[src/shared/nfc_defs.svh]
`ifndef NFC_DEFS_SVH
`define NFC_DEFS_SVH
`define NFC_CMD_READ1 8'h00
`define NFC_CMD_READ2 8'h30
`define NFC_CMD_PROG1 8'h80
`define NFC_CMD_PROG2 8'h10
`define NFC_CMD_ERASE1 8'h60
`define NFC_CMD_ERASE2 8'hD0
`define NFC_CMD_STATUS 8'h70
`define NFC_CMD_RESET 8'hFF
`define NFC_SPARE_COL_X8 12'h800
`define NFC_SPARE_COL_X16 12'h400
`define NFC_PAGE_LEN_X8 12'h840
`define NFC_PAGE_LEN_X16 12'h420
`define NFC_ERASED_X8 8'hFF
`define NFC_ERASED_X16 16'hFFFF
`define NFC_STAT_FAIL_BIT 0
`define NFC_BLK_LSB 6
`define NFC_BLOCKS 1024
`define NFC_CLK_MHZ 20
`define NFC_LOAD_TIME_US 25
`define NFC_LOAD_CYC (`NFC_LOAD_TIME_US * `NFC_CLK_MHZ)
`define NFC_RESET_TIME_US 500
`define NFC_RESET_CYC (`NFC_RESET_TIME_US * `NFC_CLK_MHZ)
`define NFC_PROG_TIME_US 700
`define NFC_PROG_CYC (`NFC_PROG_TIME_US * `NFC_CLK_MHZ)
`define NFC_ERASE_TIME_US 3000
`define NFC_ERASE_CYC (`NFC_ERASE_TIME_US * `NFC_CLK_MHZ)
`define NFC_WB_TIME_NS 100
`define NFC_WB_CYC ((`NFC_WB_TIME_NS * `NFC_CLK_MHZ + 999) / 1000)
`define NFC_WHR_TIME_NS 60
`define NFC_WHR_CYC ((`NFC_WHR_TIME_NS * `NFC_CLK_MHZ + 999) / 1000)
`endif

[src/shared/nfc_pkg.sv]
package nfc_pkg;
    typedef enum logic [2:0] {
        NFC_OP_READ, NFC_OP_PROG, NFC_OP_ERASE, NFC_OP_RESET, NFC_OP_SCAN, NFC_OP_STATUS
    } nfc_op_type;
    typedef enum {
        S_IDLE, S_CHECK, S_CMD1, S_ADDR, S_CMD2, S_BUSY, S_WDATA, S_RDATA,
        S_STCMD, S_STWAIT, S_STREAD, S_DONE
    } nfc_state_type;
endpackage

[src/shared/nfc_bbt_if.sv]
`timescale 1ns/1ps
interface nfc_bbt_if #(parameter int AW = 10);
    logic [AW-1:0] addr;
    logic wr_en;
    logic rd_bad;
    modport mem(input addr, input wr_en, output rd_bad);
    modport ctl(output addr, output wr_en, input rd_bad);
endinterface

[src/hdl/nfc_bbt.sv]
`timescale 1ns/1ps
module nfc_bbt #(
    parameter int DEPTH = 1024
) (
    input wire logic clk,
    input wire logic rst_n,
    input wire logic en,
    nfc_bbt_if.mem bbt
);
    logic [DEPTH-1:0] bad_r;
    logic rd_r;

    // Table is volatile; a fresh scan rebuilds it after power-up
    always_ff @(posedge clk or negedge rst_n) begin
        if (!rst_n) begin
            bad_r <= '0;
            rd_r <= 1'b0;
        end else if (en) begin
            if (bbt.wr_en) begin
                bad_r[bbt.addr] <= 1'b1;
            end
            rd_r <= bad_r[bbt.addr];
        end
    end

    assign bbt.rd_bad = rd_r;
endmodule

[src/hdl/nfc_ctrl.sv]
`timescale 1ns/1ps
`include "nfc_defs.svh"
// Overview of operation
// - Scanned bad blocks go into a table, and erase or program of a listed block is refused.
// - Every program or erase that leaves busy before its timeout is followed by a status read, and a failure retires the block.
// - Read data errors never retire a block; single-bit errors are left to ECC upstream.
// - A failed block is never erased again, leaving the page copy to the user.
// - Chip enable is released while program data is awaited and the transfer then resumes.
// - A page transfer runs at most 2112 bytes or 1056 words, spare area included, when its start column lies inside the page.
// - The upper eight data lines are driven to zero in every command and address cycle.
module nfc_ctrl import nfc_pkg::*; #(
    parameter bit WIDE = 1'b0,
    parameter int RESET_CYC = `NFC_RESET_CYC,
    parameter int PROG_CYC = `NFC_PROG_CYC,
    parameter int ERASE_CYC = `NFC_ERASE_CYC
) (
    input wire logic clk,
    input wire logic rst_n,
    input wire logic en,
    input wire logic cmd_valid,
    input wire nfc_op_type cmd_op,
    input wire logic [15:0] cmd_row,
    input wire logic [11:0] cmd_col,
    output logic cmd_ready,
    input wire logic [15:0] wr_data,
    input wire logic wr_valid,
    output logic wr_ready,
    output logic [15:0] rd_data,
    output logic rd_valid,
    output logic done,
    output logic fail,
    output logic refused,
    output logic timeout,
    output logic bad_block,
    output logic [7:0] status,
    output logic nand_ce_n,
    output logic nand_cle,
    output logic nand_ale,
    output logic nand_we_n,
    output logic read_strobe_n,
    output logic nand_wp_n,
    output logic [15:0] nand_io_out,
    output logic nand_io_oe_n,
    input wire logic [15:0] nand_io_in,
    input wire logic nand_rb_n
);
    localparam logic [16:0] LOAD_LIM = 17'(`NFC_LOAD_CYC);
    localparam logic [16:0] WB_LIM = 17'(`NFC_WB_CYC);
    localparam logic [2:0] WHR_LIM = 3'(`NFC_WHR_CYC);
    localparam logic [11:0] PAGE_LEN = WIDE ? `NFC_PAGE_LEN_X16 : `NFC_PAGE_LEN_X8;
    localparam logic [11:0] SPARE_COL = WIDE ? `NFC_SPARE_COL_X16 : `NFC_SPARE_COL_X8;

    logic rs1_r, rst_s_r;
    logic [15:0] io_s1_r, io_s2_r;
    logic rb_s1_r, rb_s2_r;
    nfc_state_type state_r;
    nfc_op_type op_r;
    logic [15:0] row_r, wdat_r;
    logic [11:0] col_r, len_r, cnt_r;
    logic [2:0] cyc_r;
    logic [1:0] idx_r;
    logic [16:0] tmr_r;
    logic have_r, page_r, mark_r;
    nfc_bbt_if #(.AW(10)) bbt ();

    always_ff @(posedge clk or negedge rst_n) begin
        if (!rst_n) begin
            rs1_r <= 1'b0;
            rst_s_r <= 1'b0;
        end else begin
            rs1_r <= 1'b1;
            rst_s_r <= rs1_r;
        end
    end

    always_ff @(posedge clk or negedge rst_s_r) begin
        if (!rst_s_r) begin
            io_s1_r <= 16'h0000;
            io_s2_r <= 16'h0000;
            rb_s1_r <= 1'b0;
            rb_s2_r <= 1'b0;
        end else if (en) begin
            io_s1_r <= nand_io_in;
            io_s2_r <= io_s1_r;
            rb_s1_r <= nand_rb_n;
            rb_s2_r <= rb_s1_r;
        end
    end

    assign bbt.addr = row_r[15:`NFC_BLK_LSB];
    assign bbt.wr_en = mark_r;
    nfc_bbt #(.DEPTH(`NFC_BLOCKS)) u_bbt (.clk(clk), .rst_n(rst_s_r), .en(en), .bbt(bbt));

    wire wr_cyc = (state_r == S_CMD1) || (state_r == S_ADDR) || (state_r == S_CMD2) ||
                  (state_r == S_STCMD) || (state_r == S_WDATA && have_r);
    wire rd_cyc = (state_r == S_RDATA) || (state_r == S_STREAD);
    wire bus_last = wr_cyc ? (cyc_r == 3'd1) : (cyc_r == 3'd4);
    wire [15:0] rd_word = {WIDE ? io_s2_r[15:8] : 8'h00, io_s2_r[7:0]};
    wire erased = WIDE ? (rd_word == `NFC_ERASED_X16) : (rd_word[7:0] == `NFC_ERASED_X8);
    wire guarded = (op_r == NFC_OP_ERASE) || (op_r == NFC_OP_PROG);
    wire [7:0] cmd1 = (op_r == NFC_OP_PROG) ? `NFC_CMD_PROG1 :
                      (op_r == NFC_OP_ERASE) ? `NFC_CMD_ERASE1 :
                      (op_r == NFC_OP_RESET) ? `NFC_CMD_RESET :
                      (op_r == NFC_OP_STATUS) ? `NFC_CMD_STATUS : `NFC_CMD_READ1;
    wire [7:0] cmd2 = (op_r == NFC_OP_PROG) ? `NFC_CMD_PROG2 :
                      (op_r == NFC_OP_ERASE) ? `NFC_CMD_ERASE2 : `NFC_CMD_READ2;
    wire [7:0] col_hi = WIDE ? {5'h00, col_r[10:8]} : {4'h0, col_r[11:8]};
    wire [7:0] addr_byte = (idx_r == 2'd0) ? col_r[7:0] : (idx_r == 2'd1) ? col_hi :
                           (idx_r == 2'd2) ? row_r[7:0] : row_r[15:8];
    wire [7:0] bus_byte = (state_r == S_ADDR) ? addr_byte : (state_r == S_CMD2) ? cmd2 :
                          (state_r == S_STCMD) ? `NFC_CMD_STATUS : cmd1;
    wire is_data = (state_r == S_WDATA);
    wire [15:0] bus_word = is_data ? wdat_r : {8'h00, bus_byte};
    wire [16:0] busy_lim = (op_r == NFC_OP_RESET) ? 17'(RESET_CYC) : (op_r == NFC_OP_PROG) ? 17'(PROG_CYC) :
                           (op_r == NFC_OP_ERASE) ? 17'(ERASE_CYC) : LOAD_LIM;
    wire [11:0] start_len = PAGE_LEN - cmd_col;

    always_ff @(posedge clk or negedge rst_s_r) begin
        if (!rst_s_r) begin
            state_r <= S_IDLE;
            op_r <= NFC_OP_READ;
            row_r <= 16'h0000;
            col_r <= 12'h000;
            len_r <= 12'h000;
            cnt_r <= 12'h000;
            wdat_r <= 16'h0000;
            cyc_r <= 3'd0;
            idx_r <= 2'd0;
            tmr_r <= 17'h00000;
            have_r <= 1'b0;
            page_r <= 1'b0;
            mark_r <= 1'b0;
            cmd_ready <= 1'b0;
            wr_ready <= 1'b0;
            rd_data <= 16'h0000;
            rd_valid <= 1'b0;
            done <= 1'b0;
            fail <= 1'b0;
            refused <= 1'b0;
            timeout <= 1'b0;
            bad_block <= 1'b0;
            status <= 8'h00;
            nand_ce_n <= 1'b1;
            nand_cle <= 1'b0;
            nand_ale <= 1'b0;
            nand_we_n <= 1'b1;
            read_strobe_n <= 1'b1;
            nand_wp_n <= 1'b0;
            nand_io_out <= 16'h0000;
            nand_io_oe_n <= 1'b1;
        end else if (en) begin
            done <= 1'b0;
            rd_valid <= 1'b0;
            mark_r <= 1'b0;
            nand_wp_n <= 1'b1;
            if (wr_cyc) begin
                cyc_r <= bus_last ? 3'd0 : cyc_r + 3'd1;
                nand_we_n <= (cyc_r != 3'd0);
                if (cyc_r == 3'd0) begin
                    nand_ce_n <= 1'b0;
                    nand_cle <= (state_r != S_ADDR) && !is_data;
                    nand_ale <= (state_r == S_ADDR);
                    nand_io_out <= bus_word;
                    nand_io_oe_n <= 1'b0;
                end
            end else if (rd_cyc) begin
                cyc_r <= bus_last ? 3'd0 : cyc_r + 3'd1;
                nand_cle <= 1'b0;
                nand_ale <= 1'b0;
                nand_io_oe_n <= 1'b1;
                if (cyc_r == 3'd0) begin
                    read_strobe_n <= 1'b0;
                end else if (cyc_r == 3'd3) begin
                    read_strobe_n <= 1'b1;
                end
            end else begin
                nand_cle <= 1'b0;
                nand_ale <= 1'b0;
                nand_io_oe_n <= 1'b1;
            end
            case (state_r)
                S_IDLE: begin
                    nand_ce_n <= 1'b1;
                    cmd_ready <= 1'b1;
                    if (cmd_valid && cmd_ready) begin
                        cmd_ready <= 1'b0;
                        op_r <= cmd_op;
                        fail <= 1'b0;
                        refused <= 1'b0;
                        timeout <= 1'b0;
                        bad_block <= 1'b0;
                        page_r <= 1'b0;
                        cyc_r <= 3'd0;
                        if (cmd_op == NFC_OP_SCAN) begin
                            row_r <= {cmd_row[15:`NFC_BLK_LSB], 6'h00};
                            col_r <= SPARE_COL;
                            len_r <= 12'h001;
                        end else begin
                            row_r <= cmd_row;
                            col_r <= cmd_col;
                            len_r <= start_len;
                        end
                        state_r <= S_CHECK;
                    end
                end
                S_CHECK: begin
                    cyc_r <= 3'd1;
                    if (cyc_r != 3'd0) begin
                        cyc_r <= 3'd0;
                        idx_r <= (op_r == NFC_OP_ERASE) ? 2'd2 : 2'd0;
                        if (guarded && bbt.rd_bad) begin
                            refused <= 1'b1;
                            state_r <= S_DONE;
                        end else begin
                            state_r <= S_CMD1;
                        end
                    end
                end
                S_CMD1: if (bus_last) begin
                    tmr_r <= 17'h00000;
                    state_r <= (op_r == NFC_OP_RESET) ? S_BUSY : (op_r == NFC_OP_STATUS) ? S_STWAIT : S_ADDR;
                end
                S_ADDR: if (bus_last) begin
                    idx_r <= idx_r + 2'd1;
                    cnt_r <= 12'h000;
                    if (idx_r == 2'd3) begin
                        state_r <= (op_r == NFC_OP_PROG) ? S_WDATA : S_CMD2;
                    end
                end
                S_CMD2: if (bus_last) begin
                    tmr_r <= 17'h00000;
                    state_r <= S_BUSY;
                end
                S_BUSY: begin
                    tmr_r <= tmr_r + 17'h00001;
                    if (tmr_r >= WB_LIM && rb_s2_r) begin
                        cnt_r <= 12'h000;
                        state_r <= (op_r == NFC_OP_RESET) ? S_DONE : guarded ? S_STCMD : S_RDATA;
                    end else if (tmr_r >= busy_lim) begin
                        timeout <= 1'b1;
                        state_r <= S_DONE;
                    end
                end
                S_WDATA: begin
                    if (!have_r) begin
                        wr_ready <= 1'b1;
                        nand_ce_n <= 1'b1;
                        if (wr_valid && wr_ready) begin
                            wr_ready <= 1'b0;
                            wdat_r <= wr_data;
                            have_r <= 1'b1;
                        end
                    end else if (bus_last) begin
                        have_r <= 1'b0;
                        cnt_r <= cnt_r + 12'h001;
                        if (cnt_r == len_r - 12'h001) begin
                            state_r <= S_CMD2;
                        end
                    end
                end
                S_RDATA: if (cyc_r == 3'd3) begin
                    rd_data <= rd_word;
                    rd_valid <= (op_r == NFC_OP_READ);
                end else if (bus_last) begin
                    cnt_r <= cnt_r + 12'h001;
                    if (op_r == NFC_OP_SCAN) begin
                        if (!erased) begin
                            bad_block <= 1'b1;
                            mark_r <= 1'b1;
                            state_r <= S_DONE;
                        end else if (!page_r) begin
                            page_r <= 1'b1;
                            row_r <= row_r + 16'h0001;
                            idx_r <= 2'd0;
                            state_r <= S_CMD1;
                        end else begin
                            state_r <= S_DONE;
                        end
                    end else if (cnt_r == len_r - 12'h001) begin
                        state_r <= S_DONE;
                    end
                end
                S_STCMD: if (bus_last) begin
                    tmr_r <= 17'h00000;
                    state_r <= S_STWAIT;
                end
                S_STWAIT: begin
                    tmr_r <= tmr_r + 17'h00001;
                    if (tmr_r[2:0] >= WHR_LIM) begin
                        state_r <= S_STREAD;
                    end
                end
                S_STREAD: if (bus_last) begin
                    status <= rd_word[7:0];
                    if (guarded && rd_word[`NFC_STAT_FAIL_BIT]) begin
                        fail <= 1'b1;
                        mark_r <= 1'b1;
                    end
                    state_r <= S_DONE;
                end
                S_DONE: begin
                    nand_ce_n <= 1'b1;
                    done <= 1'b1;
                    state_r <= S_IDLE;
                end
                default: state_r <= S_IDLE;
            endcase
        end
    end
endmodule

[config.mk]
export PLATFORM = sky130hd
export DESIGN_NAME = nfc_ctrl
export DESIGN_NICKNAME = d
export VERILOG_FILES = /design/src/shared/nfc_pkg.sv /design/src/shared/nfc_bbt_if.sv /design/src/hdl/nfc_bbt.sv /design/src/hdl/nfc_ctrl.sv
export VERILOG_INCLUDE_DIRS = /design/src /design/src/shared
export SDC_FILE = /design/constraint.sdc
export NUM_CORES = 2
export LEC_CHECK = 0
export ABC_CLOCK_PERIOD_IN_PS = 92500
export BUFFER_PORTS_ARGS = -buffer_cell sky130_fd_sc_hd__buf_4
export CORE_AREA = 2 2 420 422
export CTS_CLUSTER_SIZE = 40
export DETAILED_ROUTE_END_ITERATION = 8
export DIE_AREA = 0 0 422 424
export HOLD_SLACK_MARGIN = 0.06
export SETUP_SLACK_MARGIN = 0.15
export SYNTH_ARGS = -nofsm -noshare
export SYNTH_HDL_FRONTEND = slang
export SYNTH_SLANG_ARGS = --single-unit
[constraint.sdc]
create_clock -name clk -period 92.5 [get_ports clk]
set_clock_uncertainty 0.1 [all_clocks]
set_input_delay 13.875 -clock clk [delete_from_list [all_inputs] [get_ports clk]]
set_output_delay 13.875 -clock clk [all_outputs]
set_load 0.005 [all_outputs]
======== Word-level counts from Yosys, hierarchy flattened ========
Index checks and enable logic that the tools add are counted.
word-level totals
  output and inout port bits .............. 55
  bits of input ports ..................... 69
  register bits after elaboration ......... 1220
cells by class
  eq/ne operators ......................... 60
  magnitude comparators ................... 5
  $add $sub $neg .......................... 7
  multiplexer cells ....................... 128
  bitwise operators ....................... 3
  reductions and logical operators ........ 53
operators by type and width
  operator                                                                               number
  1024-bit OR                                                                            1
  32-bit two-way mux                                                                     18
  32-bit case mux with 11 select lines                                                   1
  32-bit by 4-bit equality test with 1-bit output (second input constant)                7
  32-bit by 3-bit equality test with 1-bit output (second input constant)                6
  16-bit two-way mux                                                                     10
  8-bit two-way mux                                                                      11
  12-bit two-way mux                                                                     7
  32-bit by 2-bit equality test with 1-bit output (second input constant)                2
  32-bit by 5-bit equality test with 1-bit output (second input constant)                2
  12-bit case mux with 4 select lines                                                    1
  2-bit != test (second input constant)                                                  23
  1-bit two-way mux                                                                      44
  17-bit case mux with 2 select lines                                                    1
  32-bit by 1-bit equality test with 1-bit output (second input constant)                1
  32-bit zero test                                                                       1
  32-bit by 3-bit != test with 1-bit output (second input constant)                      1
  16-bit case mux with 2 select lines                                                    1
  4-bit two-way mux                                                                      7
  2-bit two-way mux                                                                      9
  3-bit AND reduction                                                                    6
  17-bit by 1-bit adder with 17-bit output (second input constant)                       1
  17-bit by 16-bit greater-or-equal comparator with 1-bit output                         1
  17-bit by 2-bit greater-or-equal comparator with 1-bit output (second input constant)  1
  46 further kinds                                                                       93

======== Longest topological paths before layout ========
  depth in word-level cells ............... 11
  depth in mapped cells ................... 13
  gate-level depth less buffers ........... 12

======== By module ========
From an unflattened synthesis, not the netlist that was laid out.
second synthesis, totals
  cells, all modules ...................... 4320
  area, all modules ....................... 52275.1 µm²
modules (own cells, without submodules)
  module    area each (µm²)  cells each  instances
  nfc_bbt   42906.2          3300        1
  nfc_ctrl  9369.0           1020        1

======== Worst setup path after synthesis ========
Ideal clock, no wire load.
  kind .................................... input -> register
  from .................................... in cmd_col[0]
  to ...................................... reg len_r[10]
  buffers on the path ..................... 0
  data arrival time ....................... 15582 ps
  required time ........................... 92279 ps
  stages on the path ...................... 8
  path slack .............................. 76697 ps
  library setup time ...................... 121 ps
  cells stage by stage .................... inv_1 -> ha_1 -> or3b_2 -> or3_1 -> a21oi_1 -> nor3b_1 -> xnor2_1 -> a22o_1
on the way
  longest elaborated chain between the ends .. 2
ends and longest elaborated chain
  what                  line             source
  from (decl)           nfc_ctrl.sv:23   input wire logic [11:0] cmd_col,
  12-bit subtractor     nfc_ctrl.sv:116  wire [11:0] start_len = PAGE_LEN - cmd_col;
  12-bit two-way mux    nfc_ctrl.sv:194  if (cmd_op == NFC_OP_SCAN) begin
  to (signal assigned)  nfc_ctrl.sv:201  len_r <= start_len;
  to (decl)             nfc_ctrl.sv:59   logic [11:0] col_r, len_r, cnt_r;
No other way between the ends.
A chain may end at the register's enable or synchronous reset.

======== Worst setup path after layout ========
  from .................................... in en
  to ...................................... reg wdat_r[10]
on the way
  longest elaborated chain between the ends .. 1
ends and longest elaborated chain
  what                                  line             source
  from (decl)                           nfc_ctrl.sv:19   input wire logic en,
  4-bit AND reduction (no source line)  n/a
  to (signal assigned)                  nfc_ctrl.sv:250  wdat_r <= wr_data;
  to (decl)                             nfc_ctrl.sv:58   logic [15:0] row_r, wdat_r;
No other way between the ends.

==> summary.txt <==
Run
  • Maxcap violations: 0

Setup path
  • CP max stage cell: and3_1
  • Worst Reg-to-Reg Cells: 6
  • Critical path fanouts, max: 34
  • Reg-to-reg endpoint: row_r[6]$_DFFE_PN0P_
  • Crit-path most repeated cell: buf_4
  • Critical Path Source Type: primary input
  • Worst path cell trace: buf_4, buf_4, clkinv_1, nor3_1, and3_1, mux2_2
  • FF-to-FF Start: rst_s_r$_DFF_PN0_
  • Cell count along the critical path: 6
  • CP top delay family: simple AND/OR/NAND/NOR gates
  • Max incr delay on CP: 0.87 ns
  • Worst Setup Path Type: in -> reg
  • Worst setup endpoint: wdat_r[10]$_DFFE_PN0P_
  • Flop2flop setup slack: 86.23 ns
  • Crit. End Element: register
  • CP required: 93.04 ns
  • CP bufs+invs: 3
  • CP Data Arrival Time: 17.15 ns
  • Crit path from: en

Timing
  • Worst hold margin: 0.218 ns
  • Endpoints failing hold: 0
  • Crit share post-route: 0.180
  • Post-layout worst setup margin: between 70 and 80 ns
  • Max-slew violations: 0
  • Slew headroom: 0.102
  • Slew @ Worst Pin: 1.34 ns
  • Fmax: 60.2 MHz
  • RSZ-0062 raised after global routing: no
  • Tmin final: 16.61 ns
  • Setup Viol. Count Final: 0
  • Setup Total Neg Slack: 0 ns

Clock tree
  • Post-CTS Resized: 0
  • Number of clock sinks: 1192
  • CTS tree: built
  • CTS buffer count: 121
  • H-tree level count: 3
  • Clock transition at path regs: 0.07 ns
  • CTS Buffer Depth: 3
  • Post-CTS setup buffer count: 0
  • Hold-fix buffers, CTS: 0
  • Root Buffer: clkbuf_16
  • Skew-Pair Late Insertion Delay: 0.80 ns

Die
  • IO Pins: 124
  • # rows: 154
  • Die Width: 422 µm
  • Die area: ~180000 µm²
  • Initial Utilization: 0.298
  • Core Region: approximately 170000 µm²
  • Die height: 424 µm

Route
  • Initial drt markers: 4060
  • Via Count: 36400
  • Final wirelength: 165 mm
  • Routed Antenna Nets: 0
  • Routed vias/inst: between 5 and 6
  • Residual DRC: 0
  • Detailed Routing Iterations Pass 1: 7
  • WL/cell: roughly 25 µm

Logic synthesis
  • Count of unique library cells instantiated by Yosys: 86
  • Seq/Total Area, Yosys: 0.572
  • Post-synth EDFFs: 0
  • Synth async-reset ratio: 1.00
  • Synth Flop Type: dfrtp_1
  • Cells after Synth: 4253
  • Main area contributors after synthesis: dfrtp_1 (57%), a21o_1 (15%), mux2i_1 (6.5%)
  • Leading area contributor after synthesis: dfrtp_1
  • Synth cell count leaders: dfrtp_1 (1188), a21o_1 (1031), mux2i_1 (336), clkbuf_1 (236), nor2_1 (190)
  • Synth warnings: 0
  • Most frequent cell after synthesis: dfrtp_1
  • Syn_area_per_cell: between 10 and 15 µm²
  • Seq cells post-synth: 1192
  • Mapped Area: 52100 µm²
  • Yosys top cell area share: 0.570

Place
  • PortBufs: 107
  • Post-placement cell count: 6452
  • Hpwl dp: 99.0 mm
  • GP Congestion: between 0.8 and 0.9
  • DP Worst Slack: 75.10 ns

Power
  • Pleak: 34.1 nW
  • Pwr dens: 18.8 nW/µm²
  • Design Power: 0.00112 W
  • Worst VDD drop: 0.0153 mV

Final layout
  • Synthesis-to-finish area growth: 14.8%
  • Nets: 4331
  • Share of layout cells above drive strength 1: 0.153
  • Fin cells: 6680

Global route
  • Total global-route track usage: 0.181
  • First-pass GRT wire length: 246 mm
  • Initial antenna violation count: 3
  • Remaining Overflow, GRT: 0
  • Largest net degree at the start of global routing: roughly 190
  • Vias in the first global route: approximately 36000

Min path
  • Min-delay worst type: reg -> async

Outcome
  • Status: finished, final reports clean
## routing by layer
metal	vias up	GRT usage	wire (µm)
li1	15500	-	-
met1	19200	0.247	71800
met2	1351	0.288	75800
met3	345	0.0317	11300
met4	0	0.0679	5910
met5	-	0	0
## per-stage QoR
| stage | utilization | instance area, µm² |
|---|---|---|
| after floorplan | - | 52200 |
| after detailed placement | 0.317 | 55500 |
| final | 0.342 | 59800 |
| after CTS | 0.342 | 59800 |
| after global routing | 0.342 | 59800 |
| after global placement | 0.317 | 55500 |
## where the power goes
group	internal, W	leakage (nW)	switching (W)
Clock	0.000311	2.10	0.000219
Combinational	0.0000209	15.5	0.0000318
Sequential	0.000532	16.5	0.00000801
## cells in the final DEF (no fill, tap or decap), types with 8 or more instances in the layout
| cell | count |
|---|---|
| o21ai_0 | 122 |
| clkbuf_16 | 121 |
| clkinv_2 | 14 |
| nand2b_1 | 14 |
| nand4_1 | 24 |
| mux2_2 | 57 |
| clkbuf_8 | 30 |
| and3_1 | 15 |
| a21oi_1 | 75 |
| nor2b_1 | 16 |
| a221oi_1 | 9 |
| mux2i_1 | 336 |
| o211ai_1 | 8 |
| nor2_1 | 125 |
| conb_1 | 9 |
| nor3_1 | 38 |
| clkbuf_1 | 28 |
| nand3_1 | 43 |
| a22o_1 | 13 |
| a22oi_1 | 29 |
| nor4_1 | 36 |
| o22ai_1 | 152 |
| a211oi_1 | 12 |
| bufinv_16 | 16 |
| or4_1 | 8 |
| nand2_1 | 131 |
| a21o_1 | 1031 |
| o31ai_1 | 20 |
| a31oi_1 | 18 |
| dfrtp_1 | 1183 |
| nor2_2 | 32 |
| xnor2_1 | 20 |
| mux4_2 | 92 |
| inv_1 | 31 |
| ha_1 | 26 |
| nor2_4 | 33 |
| buf_4 | 218 |
| or3_1 | 13 |
## flip-flops by register name (all words and copies together), names as in the netlist, 12 cells and up
register / cells
cnt_r: 12
col_r: 12
len_r: 12
nand_io_out: 16
row_r: 16
tmr_r: 17
u_bbt.bad_r: 1024
wdat_r: 16
## worst min-delay path by stage
stage | cells after the start | slack (ns) | endpoint | from
floorplan | 0 | 0.23 | rst_s_r$_DFF_PN0_ | rs1_r$_DFF_PN0_
global placement | 0 | 0.24 | u_bbt.bad_r[293]$_DFFE_PN0P_ | rst_s_r$_DFF_PN0_
detailed placement | 0 | 0.24 | u_bbt.bad_r[366]$_DFFE_PN0P_ | rst_s_r$_DFF_PN0_
CTS | 0 | 0.24 | u_bbt.bad_r[295]$_DFFE_PN0P_ | rst_s_r$_DFF_PN0_
global route | 0 | 0.28 | u_bbt.bad_r[293]$_DFFE_PN0P_ | rst_s_r$_DFF_PN0_
finish | 0 | 0.22 | u_bbt.bad_r[174]$_DFFE_PN0P_ | rst_s_r$_DFF_PN0_
## cell type report
class | instances | area (µm²)
repair buffers | 222 | 1710
inverters | 33 | 124
clock inverters | 47 | 797
flip-flops and latches | 1192 | 29800
fillers | 17300 | 115000
well taps | 2340 | 2930
multi-input cells | 2666 | 20900
clock buffers | 179 | 3550
diodes | 1 | 2.50
## kinds of logic after synthesis
kind of cell / after synthesis / share of synthesized area
flops: 1192 / 0.572
simple gates: 579 / 0.0545
mux: 488 / 0.118
xor+xnor: 26 / 0.00437
fa+ha+maj: 26 / 0.00624
other cells: 2 / 0.000144
buf+inv: 402 / 0.0352
compound gates: 1538 / 0.210
Note: power is estimated with default switching activity, not from simulation.
